[src/crw_pkg.sv]
package crw_pkg;
  localparam int CRW_NUM_CH = 2;
  localparam int CRW_TX_SLICE_W = 22;
  localparam int CRW_RX_SLICE_W = 32;
  localparam int CRW_WORD_W = 16;
  localparam int CRW_NUM_WORDS = 16;
  localparam int CRW_WIDX_W = 4;
  localparam int CRW_CH_SEL_W = 1;
  localparam int CRW_BUF_DEPTH = 2;

  // Interface width codes
  localparam logic [1:0] CRW_IF_8 = 2'h0;
  localparam logic [1:0] CRW_IF_10 = 2'h1;
  localparam logic [1:0] CRW_IF_16 = 2'h2;
  localparam logic [1:0] CRW_IF_20 = 2'h3;

  // Wide transmit slice field positions
  localparam int CRW_LO_DATA_LSB = 0;
  localparam int CRW_LO_CTRL_BIT = 8;
  localparam int CRW_LO_FDSP_BIT = 9;
  localparam int CRW_LO_DVAL_BIT = 10;
  localparam int CRW_HI_DATA_LSB = 11;
  localparam int CRW_HI_CTRL_BIT = 19;
  localparam int CRW_HI_FDSP_BIT = 20;
  localparam int CRW_HI_DVAL_BIT = 21;

  localparam logic [CRW_WIDX_W-1:0] CRW_WIDX_RST = 4'h0;

  typedef enum logic [2:0] {
    CRW_ST_IDLE = 3'b001,
    CRW_ST_SEND = 3'b010,
    CRW_ST_WAIT = 3'b100
  } crw_state_t;
endpackage

[src/crw_skid_buf.sv]
`timescale 1ns/1ps
// Two-entry buffer; ready on the fill side drops only when both entries are used
module crw_skid_buf
  import crw_pkg::*;
#(
  parameter int W = 16
) (
  input wire logic i_ref_clk,
  input wire logic i_rstn,
  input wire logic i_valid,
  output logic o_ready,
  input wire logic [W-1:0] i_data,
  output logic o_valid,
  input wire logic i_ready,
  output logic [W-1:0] o_data
);
  logic [W-1:0] mem_r [CRW_BUF_DEPTH];
  logic [W-1:0] mem_nxt [CRW_BUF_DEPTH];
  logic wp_r, wp_nxt, rp_r, rp_nxt;
  logic [1:0] cnt_r, cnt_nxt;
  logic push, pop;

  always_comb begin
    push = i_valid && (cnt_r != 2'h2);
    pop = (cnt_r != 2'h0) && i_ready;
    mem_nxt = mem_r;
    if (push) begin
      mem_nxt[wp_r] = i_data;
    end
    wp_nxt = push ? ~wp_r : wp_r;
    rp_nxt = pop ? ~rp_r : rp_r;
    cnt_nxt = cnt_r + {1'b0, push} - {1'b0, pop};
  end

  always_ff @(posedge i_ref_clk or negedge i_rstn) begin
    if (!i_rstn) begin
      mem_r[0] <= '0;
      mem_r[1] <= '0;
      wp_r <= 1'b0;
      rp_r <= 1'b0;
      cnt_r <= 2'h0;
    end else begin
      mem_r <= mem_nxt;
      wp_r <= wp_nxt;
      rp_r <= rp_nxt;
      cnt_r <= cnt_nxt;
    end
  end

  assign o_ready = (cnt_r != 2'h2);
  assign o_valid = (cnt_r != 2'h0);
  assign o_data = mem_r[rp_r];

  AST_NO_OVERFLOW: assert property (@(posedge i_ref_clk) disable iff (!i_rstn)
    cnt_r <= 2'h2) else $error("buffer count beyond depth");
endmodule

[src/crw_top.sv]
`timescale 1ns/1ps
// Notes on behaviour
// - Reconfiguration is write-only; a read request is ignored and flagged.
// - In continuous mode one write-all pulse streams every word without retrigger.
// - Stored contents go to the selected channel as 16-bit words.
// - Words target the channel PCS and receive PMA settings.
// - Wide transmit word is 22 bits per channel.
// - Wide receive word is 32 bits per channel.
// - Transmit word only for tx/duplex; receive word only for rx/duplex.
// - Busy stays high through a write and drops when it completes.
module crw_top
  import crw_pkg::*;
(
  input wire logic i_ref_clk,
  input wire logic i_rstn,
  input wire logic i_write_all,
  input wire logic i_read,
  input wire logic i_cont_mode,
  input wire logic [CRW_CH_SEL_W-1:0] i_ch_sel,
  input wire logic [CRW_WORD_W-1:0] i_cfg_word,
  input wire logic [CRW_WIDX_W-1:0] i_cfg_addr,
  input wire logic i_cfg_we,
  input wire logic [1:0] i_if_width,
  input wire logic i_enc_8b10b,
  input wire logic i_tx_en,
  input wire logic i_rx_en,
  input wire logic [CRW_NUM_CH*CRW_TX_SLICE_W-1:0] i_tx_wide,
  input wire logic [CRW_NUM_CH*CRW_RX_SLICE_W-1:0] i_rx_lane,
  input wire logic i_cfg_ready,
  output logic o_busy,
  output logic o_read_err,
  output logic o_cfg_valid,
  output logic [CRW_WORD_W-1:0] o_cfg_word,
  output logic [CRW_WIDX_W-1:0] o_cfg_widx,
  output logic [CRW_CH_SEL_W-1:0] o_cfg_ch,
  output logic [CRW_NUM_CH*20-1:0] o_tx_sym,
  output logic [CRW_NUM_CH*4-1:0] o_tx_ctrl,
  output logic [CRW_NUM_CH*4-1:0] o_tx_fdsp,
  output logic [CRW_NUM_CH*4-1:0] o_tx_dval,
  output logic [CRW_NUM_CH*CRW_RX_SLICE_W-1:0] o_rx_wide
);
  localparam int BW = CRW_WORD_W + CRW_WIDX_W + CRW_CH_SEL_W;

  // Image of the reconfiguration contents, loaded by the user side
  logic [CRW_WORD_W-1:0] img_r [CRW_NUM_WORDS];
  crw_state_t st_r, st_nxt;
  logic [CRW_WIDX_W-1:0] idx_r, idx_nxt;
  logic [CRW_CH_SEL_W-1:0] ch_r, ch_nxt;
  logic cont_r, cont_nxt;
  logic busy_r, busy_nxt;
  logic rerr_r, rerr_nxt;
  logic in_valid, in_ready, b_valid;
  logic [BW-1:0] b_data;
  logic cfg_valid_r, cfg_valid_nxt;
  logic [BW-1:0] cfg_r, cfg_nxt;
  logic last_word;
  logic last_prev_r, last_prev_nxt;

  always_ff @(posedge i_ref_clk) begin
    if (i_cfg_we && !busy_r) begin
      img_r[i_cfg_addr] <= i_cfg_word;
    end
  end

  assign last_word = (idx_r == CRW_WIDX_W'(CRW_NUM_WORDS - 1));

  always_comb begin
    st_nxt = st_r;
    idx_nxt = idx_r;
    ch_nxt = ch_r;
    cont_nxt = cont_r;
    busy_nxt = busy_r;
    last_prev_nxt = last_prev_r;
    in_valid = 1'b0;
    rerr_nxt = i_read;
    unique case (st_r)
      CRW_ST_IDLE: begin
        if (i_write_all && !i_read) begin
          st_nxt = CRW_ST_SEND;
          // Regular mode resumes at the next word unless the image was finished
          idx_nxt = (i_cont_mode || last_prev_r) ? CRW_WIDX_RST : idx_r;
          ch_nxt = i_ch_sel;
          cont_nxt = i_cont_mode;
          busy_nxt = 1'b1;
        end
      end
      CRW_ST_SEND: begin
        in_valid = 1'b1;
        if (in_ready) begin
          last_prev_nxt = last_word || cont_r;
          if (last_word) begin
            st_nxt = CRW_ST_WAIT;
          end else if (cont_r) begin
            idx_nxt = idx_r + 1'b1;
          end else begin
            idx_nxt = idx_r + 1'b1;
            st_nxt = CRW_ST_WAIT;
          end
        end
      end
      CRW_ST_WAIT: begin
        // Busy holds until the buffer and output stage drain to the channel
        if (!b_valid && !cfg_valid_r) begin
          busy_nxt = 1'b0;
          st_nxt = CRW_ST_IDLE;
        end
      end
    endcase
  end

  always_ff @(posedge i_ref_clk or negedge i_rstn) begin
    if (!i_rstn) begin
      st_r <= CRW_ST_IDLE;
      idx_r <= CRW_WIDX_RST;
      ch_r <= '0;
      cont_r <= 1'b0;
      busy_r <= 1'b0;
      rerr_r <= 1'b0;
      last_prev_r <= 1'b1;
    end else begin
      st_r <= st_nxt;
      idx_r <= idx_nxt;
      ch_r <= ch_nxt;
      cont_r <= cont_nxt;
      busy_r <= busy_nxt;
      rerr_r <= rerr_nxt;
      last_prev_r <= last_prev_nxt;
    end
  end

  crw_skid_buf #(.W(BW)) u_buf (
    .i_ref_clk(i_ref_clk),
    .i_rstn(i_rstn),
    .i_valid(in_valid),
    .o_ready(in_ready),
    .i_data({ch_r, idx_r, img_r[idx_r]}),
    .o_valid(b_valid),
    .i_ready(!cfg_valid_r || i_cfg_ready),
    .o_data(b_data)
  );

  always_comb begin
    cfg_valid_nxt = cfg_valid_r;
    cfg_nxt = cfg_r;
    if (!cfg_valid_r || i_cfg_ready) begin
      cfg_valid_nxt = b_valid;
      cfg_nxt = b_valid ? b_data : cfg_r;
    end
  end

  always_ff @(posedge i_ref_clk or negedge i_rstn) begin
    if (!i_rstn) begin
      cfg_valid_r <= 1'b0;
      cfg_r <= '0;
    end else begin
      cfg_valid_r <= cfg_valid_nxt;
      cfg_r <= cfg_nxt;
    end
  end

  assign o_busy = busy_r;
  assign o_read_err = rerr_r;
  assign o_cfg_valid = cfg_valid_r;
  assign {o_cfg_ch, o_cfg_widx, o_cfg_word} = cfg_r;

  // Per-channel unpacking of the wide transmit word and gating of the receive word
  genvar g;
  generate
    for (g = 0; g < CRW_NUM_CH; g++) begin : g_ch
      logic [CRW_TX_SLICE_W-1:0] s;
      logic [19:0] sym_nxt, sym_r;
      logic [3:0] c_nxt, f_nxt, v_nxt, c_r, f_r, v_r;
      logic [CRW_RX_SLICE_W-1:0] rx_r;
      assign s = i_tx_wide[g*CRW_TX_SLICE_W +: CRW_TX_SLICE_W];
      always_comb begin
        sym_nxt = '0;
        c_nxt = '0;
        f_nxt = '0;
        v_nxt = '0;
        if (i_tx_en) begin
          unique case (i_if_width)
            CRW_IF_8: begin
              sym_nxt[7:0] = s[CRW_LO_DATA_LSB +: 8];
              if (i_enc_8b10b) begin
                c_nxt[0] = s[CRW_LO_CTRL_BIT];
                f_nxt[0] = s[CRW_LO_FDSP_BIT];
                v_nxt[0] = s[CRW_LO_DVAL_BIT];
              end
            end
            CRW_IF_10: sym_nxt[9:0] = s[CRW_LO_DATA_LSB +: 10];
            CRW_IF_16: begin
              sym_nxt[7:0] = s[CRW_LO_DATA_LSB +: 8];
              sym_nxt[17:10] = s[CRW_HI_DATA_LSB +: 8];
              if (i_enc_8b10b) begin
                c_nxt[1:0] = {s[CRW_HI_CTRL_BIT], s[CRW_LO_CTRL_BIT]};
                f_nxt[1:0] = {s[CRW_HI_FDSP_BIT], s[CRW_LO_FDSP_BIT]};
                v_nxt[1:0] = {s[CRW_HI_DVAL_BIT], s[CRW_LO_DVAL_BIT]};
              end
            end
            CRW_IF_20: begin
              sym_nxt[9:0] = s[CRW_LO_DATA_LSB +: 10];
              sym_nxt[19:10] = s[CRW_HI_DATA_LSB +: 10];
            end
          endcase
        end
      end
      always_ff @(posedge i_ref_clk or negedge i_rstn) begin
        if (!i_rstn) begin
          sym_r <= '0;
          c_r <= '0;
          f_r <= '0;
          v_r <= '0;
          rx_r <= '0;
        end else begin
          sym_r <= sym_nxt;
          c_r <= c_nxt;
          f_r <= f_nxt;
          v_r <= v_nxt;
          rx_r <= i_rx_en ? i_rx_lane[g*CRW_RX_SLICE_W +: CRW_RX_SLICE_W] : '0;
        end
      end
      assign o_tx_sym[g*20 +: 20] = sym_r;
      assign o_tx_ctrl[g*4 +: 4] = c_r;
      assign o_tx_fdsp[g*4 +: 4] = f_r;
      assign o_tx_dval[g*4 +: 4] = v_r;
      assign o_rx_wide[g*CRW_RX_SLICE_W +: CRW_RX_SLICE_W] = rx_r;
    end
  endgenerate

  AST_READ_IGNORED: assert property (@(posedge i_ref_clk) disable iff (!i_rstn)
    (st_r == CRW_ST_IDLE && i_read) |=> !busy_r && o_read_err)
    else $error("read request started a transaction");
  AST_BUSY_ON_WRITE: assert property (@(posedge i_ref_clk) disable iff (!i_rstn)
    (st_r == CRW_ST_IDLE && i_write_all && !i_read) |=> busy_r)
    else $error("busy not raised after write-all");
  AST_CONT_STREAM: assert property (@(posedge i_ref_clk) disable iff (!i_rstn)
    (st_r == CRW_ST_SEND && cont_r && in_ready && !last_word) |=> st_r == CRW_ST_SEND)
    else $error("continuous write stopped early");
  AST_BUSY_IDLE: assert property (@(posedge i_ref_clk) disable iff (!i_rstn)
    $fell(busy_r) |-> !o_cfg_valid && !b_valid && st_r == CRW_ST_IDLE)
    else $error("busy dropped before the words drained");
  AST_CFG_HOLD: assert property (@(posedge i_ref_clk) disable iff (!i_rstn)
    (o_cfg_valid && !i_cfg_ready) |=> o_cfg_valid && $stable(o_cfg_word))
    else $error("word dropped under stall");
  AST_TX8: assert property (@(posedge i_ref_clk) disable iff (!i_rstn)
    (i_tx_en && i_if_width == CRW_IF_8) |=> o_tx_sym[7:0] == $past(i_tx_wide[7:0]))
    else $error("8-bit data misplaced");
  AST_TX20: assert property (@(posedge i_ref_clk) disable iff (!i_rstn)
    (i_tx_en && i_if_width == CRW_IF_20) |=> o_tx_sym[19:10] == $past(i_tx_wide[20:11]))
    else $error("20-bit high symbol misplaced");
  AST_RX_GATE: assert property (@(posedge i_ref_clk) disable iff (!i_rstn)
    !i_rx_en |=> o_rx_wide == '0)
    else $error("receive word present without receiver");
endmodule

[config.mk]
export PLATFORM = sky130hd
export DESIGN_NAME = crw_top
export DESIGN_NICKNAME = d
export VERILOG_FILES = /design/src/crw_pkg.sv /design/src/crw_skid_buf.sv /design/src/crw_top.sv
export SDC_FILE = /design/constraint.sdc
export NUM_CORES = 1
export LEC_CHECK = 0
export BUFFER_PORTS_ARGS = -buffer_cell sky130_fd_sc_hd__buf_2
export CAP_MARGIN = 15
export CORE_MARGIN = 1.5
export CORE_UTILIZATION = 60
export CTS_CLUSTER_SIZE = 14
export DETAILED_ROUTE_END_ITERATION = 7
export MAX_ROUTING_LAYER = met4
export PLACE_DENSITY_LB_ADDON = 0.12
export RECOVER_POWER = 100
export SETUP_SLACK_MARGIN = 0.2
export SYNTH_ARGS = -nofsm -noshare
export SYNTH_HDL_FRONTEND = slang
export SYNTH_SLANG_ARGS = --single-unit
[constraint.sdc]
create_clock -name i_ref_clk -period 4.1 [get_ports i_ref_clk]
set_input_delay 0.615 -clock i_ref_clk [delete_from_list [all_inputs] [get_ports i_ref_clk]]
set_output_delay 0.615 -clock i_ref_clk [all_outputs]
set_load 0.05 [all_outputs]
==> results of run 1 <==
==> layer usage <==
metal | routed length [um] | vias up | GRT usage [%] | share of wire [%]
li1 | - | 4358 | - | -
met1 | 15800 | 4876 | 35.7 | 43
met2 | 18000 | 331 | 39.5 | 49
met3 | 2320 | 57 | 4.55 | 6.3
met4 | 637 | 0 | 6.65 | 1.7
met5 | 0 | - | - | 0
==> Yosys cell counts (14+ instances only) <==
cell,count
mux4_2,32
dfrtp_1,194
buf_2,14
buf_4,17
clkbuf_1,29
mux2_2,73
and2_1,93
mux2i_1,56
and3_1,24
nor2_1,63
a21oi_1,27
o221ai_1,14
edfxtp_1,256
==> report_power, final <==
part	switching [W]	total (W)	internal, W
logic	0.00202	0.00333	0.00131
registers	0.000450	0.00575	0.00530
clock network	0.00160	0.00387	0.00227
total	0.00408	0.0130	0.00888
==> stage by stage <==
step	util (%)	power, W
after detailed placement	67.9	0.00924
after floorplan	-	0.00830
after CTS	72.9	0.0131
final	71.8	0.0130
after global routing	71.8	0.0135
after global placement	67.9	0.00916
==> registers in the layout, indices dropped and copies added, names as in the netlist, 2 cells and up <==
| register | flops |
|---|---|
| g_ch.rx_r | 64 |
| idx_r | 4 |
| g_ch.f_r | 4 |
| cfg_r | 21 |
| u_buf.cnt_r | 2 |
| g_ch.sym_r | 40 |
| u_buf.mem_r | 42 |
| st_r | 3 |
| g_ch.c_r | 4 |
| g_ch.v_r | 4 |
| img_r | 256 |
==> path summary, 6_finish.rpt <==
path | from | to | cells past startpoint | slack [ns]
hold reg to reg | u_buf.mem_r[19] | u_buf.mem_r[19] | 1 | 0.49
setup reg to reg | st_r[2] | u_buf.mem_r[38] | 5 | 1.07
hold / removal | i_read | o_read_err | 1 | 0.21
min in group asynchronous | i_rstn | cfg_r[9] | 1 | 0.96
max in group asynchronous | i_rstn | g_ch[0].rx_r[2] | 1 | 1.43
setup / recovery | st_r[2] | u_buf.mem_r[38] | 5 | 1.07
==> critical path: cells and delay by family (launching register included) <==
kind,cells,cell delay (ns)
and+or+nand+nor,3,1.10
buffers and inverters,1,0.88
DFF,1,0.49
muxes,1,0.43
==> layout make-up <==
| type | instances | area share, % |
|---|---|---|
| inverter | 11 | 0.205 |
| clock buffer | 67 | 6.31 |
| clock inverter | 15 | 0.653 |
| antenna | 1 | 0.0124 |
| tap | 378 | 2.35 |
| multi-input combinational | 500 | 20.9 |
| timing repair buffer | 310 | 6.91 |
| sequential | 452 | 62.7 |
==> placed cells by master, fill, tap and decap left out, types with 5 or more instances in the layout <==
cell,n
nor3b_1,5
dfrtp_1,192
and2_1,40
and2_0,53
clkbuf_16,45
mux2i_1,56
clkbuf_1,192
conb_1,12
nor2_1,63
buf_4,11
or2_0,8
a21oi_1,26
mux4_2,32
a221oi_1,7
nand2b_1,7
buf_2,120
and3_1,24
nand2_1,13
inv_1,11
clkinv_2,6
o22ai_1,5
edfxtp_1,256
mux2_2,73
o2bb2ai_1,11
clkbuf_8,6
o221ai_1,15
a221o_1,5
==> kinds of logic after synthesis <==
group                    Yosys count
other                              1
adder cells (fa/ha/maj)            3
XOR/XNOR                           4
buffers and inverters             79
flip-flops                       452
multiplexers                     165
AO/OA/AOI/OAI                     84
AND/OR/NAND/NOR                  232
==> results.toml, run 1 <==
[clocking]
cts.sinks = 452
cts_tree = "yes"
cts.htree.levels = 2
cts_resized = 0
clkSlewWorstSetupHoldPaths_ns = 0.06
cts_buffers = 44
postCtsSetupRepairBufs = 0
clk_latency_ns = 0.54
clock-root-buffer = "clkbuf_16"
cts_hold_buf = 0
cts_buffer_depth = 3

[floorplan]
io_pins = 293
fp.dieH_um = 172
rows = 61
die_x_um = 172
die_area_um2 = 29700
core_um2 = 28000
start_util_pct = 61.4

[sta]
relSlewSlack_pct = -91.4
finClkSkew_ns = 0.0140
fin_hold_ws_ns = 0.210
setup_violations = 0
rsz0062_at_grt = "no"
post-route-min-period_ns = 3.03
tns_ns = 0
maxSlewViolCount = 259
finalCritPeriodShare_pct = 73.9
fmax_mhz = 330
worstMarginPinSlew_ns = 2.87
hold_viol_final = 0
setup_slack_ns = 1.07

[logic_synthesis]
synth_area_um2 = 17200
synthSimpleGateAreaFrac_pct = 7.41
ys_ff_latch = 452
synthDistinctLibCells = 49
synth_top_area_share_pct = 44.7
avgSynthCellArea_um2 = 16.9
synth_edf_count = 256
synthFlopType = "edfxtp_1"
synth-adder-area-share_pct = 0.218
muxShareOfSynthArea_pct = 12.5
synth_cells = 1020
async_reset_ff_share_pct = 43.4
synthTopCellsByArea = "edfxtp_1, dfrtp_1, mux2_2, mux4_2, and2_1"
ys_seq_area_share_pct = 73.3
synth_compound_area_share_pct = 3.78
synth_xor_area_share_pct = 0.204
synth_top_family_by_area = "multiplexers"
ys_warn_count = 0
netlist.top_cell.by_area = "edfxtp_1"

[detailed_routing]
finalWirelength_um = 36700
ant_nets = 0
viasPerCell = 5.55
dr.pass1.iters = 4
num_vias = 9622
drt_iter0_markers = 740
drcViolationCount = 0
routedWlPerCell_um = 21.2

[pwr]
vdd_drop_max_uv = 364
p_leak_nw = 7.76
powerDensity_nw_per_um2 = 644

[finish]
drive_gt1_share_pct = 23.2
postLayoutCellArea_um2 = 20100
fillers = 1937
multi_input_area_um2 = 4200
seqCellArea_um2 = 12600
finalNonFillerCells = 1734
syn2layout_area_growth_pct = 17.0
fin_nets = 1463

[placed_design]
routabilityCongestion = 0.794
hpwl_um = 23200
dpl-instance-area_um2 = 19000
portBuffers = 280
dpl.cell_count = 1651
pre_cts_ws_ns = 1.55

[setup_path]
cp_slowest_cell = "clkbuf_1"
arrival_ns = 3.45
cp.required_ns = 4.52
critPathMaxStageDelay_ns = 0.88
worstPathMaxFanout = 15
critPathLaunchType = "flop"
endpoint_kind = "flop"
path_cells = "nor3b_1 -> nand2_1 -> nor2_1 -> clkbuf_1 -> mux2_2"
path_class = "reg -> reg"

[run_status]
outcome = "finished with violations"
violations = "max-capacitance violations, max-slew violations"

[global_route]
grt_pass1_vias = 9450
antenna_found_initial = 1
grt_max_degree = 116
overflow = 0
grt_pass1_wl_um = 54000
grt_usage_pct = 25.6

[worst_hold_path]
hold_path_class = "in -> reg"

[run]
maxCapViolations = 5
No activity file was read; power rests on OpenSTA's default activity.
==> inputs of run 2 (changes only) <==
--- a/config.mk
+++ b/config.mk
@@ -8,7 +8,7 @@
 export BUFFER_PORTS_ARGS = -buffer_cell sky130_fd_sc_hd__buf_2
 export CAP_MARGIN = 15
 export CORE_MARGIN = 1.5
-export CORE_UTILIZATION = 60
+export CORE_UTILIZATION = 56
 export CTS_CLUSTER_SIZE = 14
 export DETAILED_ROUTE_END_ITERATION = 7
 export MAX_ROUTING_LAYER = met4
==> constraint.sdc (replaced) <==
create_clock -name i_ref_clk -period 3.13 [get_ports i_ref_clk]
set_input_delay 0.4695 -clock i_ref_clk [delete_from_list [all_inputs] [get_ports i_ref_clk]]
set_output_delay 0.4695 -clock i_ref_clk [all_outputs]
set_load 0.05 [all_outputs]
==> results.toml, run 2 (synthesized netlist as in run 1, its figures left out) <==
[run_status]
outcome = "finished with violations"
violations = "max-capacitance violations, max-slew violations"

[sta]
tns_ns = 0
maxSlewViolCount = 168
fin_hold_ws_ns = 0.0673
hold_viol_final = 0
fmax_mhz = 363
relSlewSlack_pct = -30.5
setup_violations = 0
finalCritPeriodShare_pct = 88.0
setup_slack_ns = 0.377
finClkSkew_ns = 0.0172
rsz0062_at_grt = "no"
worstMarginPinSlew_ns = 1.96
post-route-min-period_ns = 2.75

[run]
maxCapViolations = 3

[clocking]
cts_hold_buf = 1
clkSlewWorstSetupHoldPaths_ns = 0.06
cts.sinks = 452
postCtsSetupRepairBufs = 0
cts_resized = 0
cts.htree.levels = 2
clock-root-buffer = "clkbuf_16"
clk_latency_ns = 0.54
cts_buffers = 45
cts_tree = "yes"
cts_buffer_depth = 3

[floorplan]
core_um2 = 30000
rows = 63
die_x_um = 178
io_pins = 293
start_util_pct = 57.4
fp.dieH_um = 178
die_area_um2 = 31800

[setup_path]
critPathMaxStageDelay_ns = 0.78
endpoint_kind = "flop"
cp_num_buf_inv = 1
worstPathMaxFanout = 12
r2r_end = "img_r[1][9]"
path_class = "reg -> reg"
r2r_setup_slack_ns = 0.38
arrival_ns = 2.91
path_cells = "nand2b_1 -> or3_1 -> nor2_1 -> clkbuf_1"
cp_top_family = "simple AND/OR/NAND/NOR gates"
reg2reg_depth = 4
critPathLaunchType = "flop"
cp.required_ns = 3.28
r2r_start = "o_busy"
cp_slowest_cell = "clkbuf_1"

[pwr]
finalPower_w = 0.0175
vdd_drop_max_uv = 546
seqPwrFrac_pct = 42.6
p_leak_nw = 7.87
combPwrFrac_pct = 25.8
p_clk_share_pct = 31.6
power.share.switching_pct = 31.0
p_switching_w = 0.00543
p_int_w = 0.0121
powerDensity_nw_per_um2 = 860

[worst_hold_path]
worstHoldPathCells = 1
min_to = "o_read_err"
hold_path_class = "in -> reg"
hp-start = "i_read"

[detailed_routing]
finalWirelength_um = 37600
dr.pass1.iters = 5
routedWlPerCell_um = 21.4
drcViolationCount = 0
ant_nets = 0
viasPerCell = 5.54
num_vias = 9724
drt_iter0_markers = 821

[finish]
layout_commonest_cell = "edfxtp_1"
seqCellArea_um2 = 12600
drive_gt1_share_pct = 24.1
finalNonFillerCells = 1756
syn2layout_area_growth_pct = 18.3
fin_nets = 1473
fillers = 2168
largest_reg_flops = 256
antenna_cells = 0
reg_top3 = "img_r (256), g_ch.rx_r (64), u_buf.mem_r (42)"
mostFrequentLayoutCells = "edfxtp_1, dfrtp_1, clkbuf_1"
regMostFlops = "img_r"
multi_input_area_um2 = 4210

[global_route]
antenna_found_initial = 0
grt_pass1_wl_um = 56200
grt_usage_pct = 24.5
grt_pass1_vias = 9540
grt_max_degree = 73
overflow = 0

[placed_design]
pre_cts_ws_ns = 0.589
portBuffers = 280
dpl.cell_count = 1671
routabilityCongestion = 0.777
hpwl_um = 24000
==> run 2: power by group through the flow <==
stage	combinational, W	clock (W)	sequential, W
5_1_grt	0.00485	0.00588	0.00755
2_1_floorplan	0.00281	0	0.00805
3_3_place_gp	0.00451	0	0.00754
6_report	0.00452	0.00553	0.00745
3_5_place_dp	0.00459	0	0.00757
4_1_cts	0.00461	0.00564	0.00745
==> run 2: layer usage <==
metal,wire length (um),vias up,global-route usage [%]
met5,0,-,-
met1,16200,4917,36.0
met2,17900,400,37.3
met3,2980,45,3.75
met4,483,0,4.48
li1,-,4362,-
==> run 2: worst max path at each step <==
stage	from	end	cells after the start
after detailed placement	idx_r[0]	st_r[1]	6
after global routing	o_busy	img_r[8][9]	5
after floorplan	o_busy	img_r[0][0]	3
after CTS	idx_r[0]	st_r[1]	6
final	o_busy	img_r[1][9]	4
after global placement	idx_r[0]	st_r[1]	6
==> run 2: final cells by class <==
cell class | instances | area share (%)
clock buffer | 68 | 6.81
clock inverter | 16 | 0.892
inverter | 11 | 0.203
multi-input combinational | 500 | 20.7
sequential | 452 | 61.9
tap | 390 | 2.40
timing repair buffer | 319 | 7.09
==> run 2: through the flow <==
stage	area (um^2)	util (%)
finish	20300	67.9
global route	20300	67.9
CTS	20700	69.1
detailed placement	19100	63.8
global placement	19100	63.8
floorplan	17200	-
==> inputs of run 3 (changes only) <==
--- a/config.mk
+++ b/config.mk
@@ -14,7 +14,9 @@
 export MAX_ROUTING_LAYER = met4
 export PLACE_DENSITY_LB_ADDON = 0.12
 export RECOVER_POWER = 100
+export REMOVE_ABC_BUFFERS = 1
 export SETUP_SLACK_MARGIN = 0.2
 export SYNTH_ARGS = -nofsm -noshare
 export SYNTH_HDL_FRONTEND = slang
+export SYNTH_HIERARCHICAL = 1
 export SYNTH_SLANG_ARGS = --single-unit
==> results.toml, run 3 <==
[logic_synthesis]
netlist.top_cell.by_area = "edfxtp_1"
synth_most_common_cell = "edfxtp_1"
synthSimpleGateAreaFrac_pct = 6.40
avgSynthCellArea_um2 = 17.8
synthTopCellsByArea = "edfxtp_1, dfrtp_1, mux4_2, mux2i_1, mux2_4"
synthDistinctLibCells = 49
synth-adder-area-share_pct = 0.214
synth_cells = 985
ys_seq_area_share_pct = 71.8
async_reset_ff_share_pct = 43.4
synth_xor_area_share_pct = 0.200
synth_compound_area_share_pct = 4.35
synth_top_family_by_area = "multiplexers"
synthFlopType = "edfxtp_1"
ys_warn_count = 6
synth_area_um2 = 17500
synth_edf_count = 256
ys_ff_latch = 452
synth_top_area_share_pct = 43.9
synth_common_cells = "edfxtp_1, dfrtp_1, and2_1"
muxShareOfSynthArea_pct = 14.2

[worst_hold_path]
min_to = "o_read_err"
hold_path_class = "in -> reg"
worstHoldPathCells = 1
hp-start = "i_read"

[detailed_routing]
viasPerCell = 5.51
num_vias = 9520
drt_iter0_markers = 646
routedWlPerCell_um = 22.9
ant_nets = 0
drcViolationCount = 0
finalWirelength_um = 39600
dr.pass1.iters = 4

[pwr]
p_clk_share_pct = 27.7
p_leak_nw = 7.97
p_int_w = 0.0118
p_switching_w = 0.00561
seqPwrFrac_pct = 42.5
power.share.switching_pct = 32.2
vdd_drop_max_uv = 390
finalPower_w = 0.0174
combPwrFrac_pct = 29.8
powerDensity_nw_per_um2 = 861

[placed_design]
dpl.cell_count = 1646
portBuffers = 280
pre_cts_ws_ns = 0.545
routabilityCongestion = 0.826
hpwl_um = 24900

[run]
maxCapViolations = 7

[sta]
finalCritPeriodShare_pct = 88.3
setup_slack_ns = 0.367
worstMarginPinSlew_ns = 2.09
rsz0062_at_grt = "no"
hold_viol_final = 0
relSlewSlack_pct = -39.4
tns_ns = 0
fmax_mhz = 362
maxSlewViolCount = 247
setup_violations = 0
post-route-min-period_ns = 2.76
finClkSkew_ns = 0.0192
fin_hold_ws_ns = 0.0633

[finish]
largest_reg_flops = 256
mostFrequentLayoutCells = "edfxtp_1, clkbuf_1, dfrtp_1"
syn2layout_area_growth_pct = 15.4
drive_gt1_share_pct = 22.2
regMostFlops = "img_r"
reg_top3 = "img_r (256), g_ch.rx_r (64), u_buf/mem_r (42)"
finalNonFillerCells = 1727
fin_nets = 1442
layout_commonest_cell = "edfxtp_1"
antenna_cells = 0

[global_route]
grt_pass1_wl_um = 60000
grt_usage_pct = 25.5
grt_pass1_vias = 9635
antenna_found_initial = 0
overflow = 0
grt_max_degree = 85

[setup_path]
arrival_ns = 2.89
cp_num_buf_inv = 1
worstPathMaxFanout = 16
critPathLaunchType = "flop"
cp_slowest_cell = "clkbuf_1"
r2r_start = "o_busy"
critPathMaxStageDelay_ns = 1.16
path_class = "reg -> reg"
r2r_setup_slack_ns = 0.37
r2r_end = "img_r[0][15]"
path_cells = "nand2b_1 -> or3_1 -> nor3_1 -> clkbuf_1"
endpoint_kind = "flop"
reg2reg_depth = 4
cp_top_family = "buffers and inverters"
cp.required_ns = 3.26

[clocking]
cts.htree.levels = 2
cts_buffers = 45
cts.sinks = 452
clk_latency_ns = 0.54
cts_buffer_depth = 3
clock-root-buffer = "clkbuf_16"
cts_tree = "yes"
clkSlewWorstSetupHoldPaths_ns = 0.06

[floorplan]
fp.dieH_um = 180
die_area_um2 = 32400
core_um2 = 30700
die_x_um = 180
start_util_pct = 57.2
io_pins = 293
rows = 64

[run_status]
violations = "max-capacitance violations, max-slew violations"
outcome = "finished with violations"
## run 3: metal layers
| metal | part of all wire [%] | vias up | routed length [um] | track usage, % |
|---|---|---|---|---|
| li1 | - | 4283 | - | - |
| met1 | 43 | 4837 | 16900 | 35.1 |
| met2 | 48 | 336 | 19100 | 39.6 |
| met3 | 7.3 | 64 | 2880 | 5.31 |
| met4 | 1.9 | 0 | 749 | 5.90 |
| met5 | 0 | - | 0 | - |
## run 3: stage by stage
step | utilization, % | area (um^2)
after global placement | 63.1 | 19400
after floorplan | - | 17100
after CTS | 67.4 | 20700
after global routing | 66.0 | 20200
after detailed placement | 63.1 | 19400
final | 66.0 | 20200
## run 3: cell type report
type	instances	area (um^2)
Tap cell	396	495
Clock buffer	63	1200
Inverter	7	26.3
Timing Repair Buffer	318	1460
Fill cell	2238	10400
Sequential cell	452	12600
Clock inverter	17	95.1
Multi-Input combinational cell	474	4360
## run 3: worst max path at each step
stage	end	slack [ns]	cells after the start	start
after floorplan	idx_r[0]	-1.62	5	idx_r[0]
after global placement	u_buf/mem_r[22]	0.65	5	idx_r[0]
after detailed placement	u_buf/mem_r[12]	0.55	7	idx_r[0]
after CTS	u_buf/mem_r[12]	0.55	7	idx_r[0]
after global routing	u_buf/mem_r[2]	0.24	5	idx_r[0]
final	img_r[0][15]	0.37	4	o_busy
## run 3: cell families after synthesis
logic type / after synthesis
fa+ha+maj: 3
other cells: 1
xor+xnor: 4
simple gates: 194
compound gates: 78
buf+inv: 70
flops: 452
mux: 183
## run 3: power by group through the flow
stage          Sequential [W]  Clock [W]  Combinational (W)
4_1_cts               0.00742    0.00491            0.00560
6_report              0.00742    0.00483            0.00519
3_5_place_dp          0.00753          0            0.00556
5_1_grt               0.00749    0.00518            0.00553
2_1_floorplan         0.00843          0            0.00324
3_3_place_gp          0.00751          0            0.00549
## run 3: what timing repair did
| item | in CTS | in global routing |
|---|---|---|
| resized for setup | 0 | 0 |
| endpoints found under the hold margin | 18 | 0 |
| setup buffers | 0 | 0 |
| hold buffers | 1 | 0 |
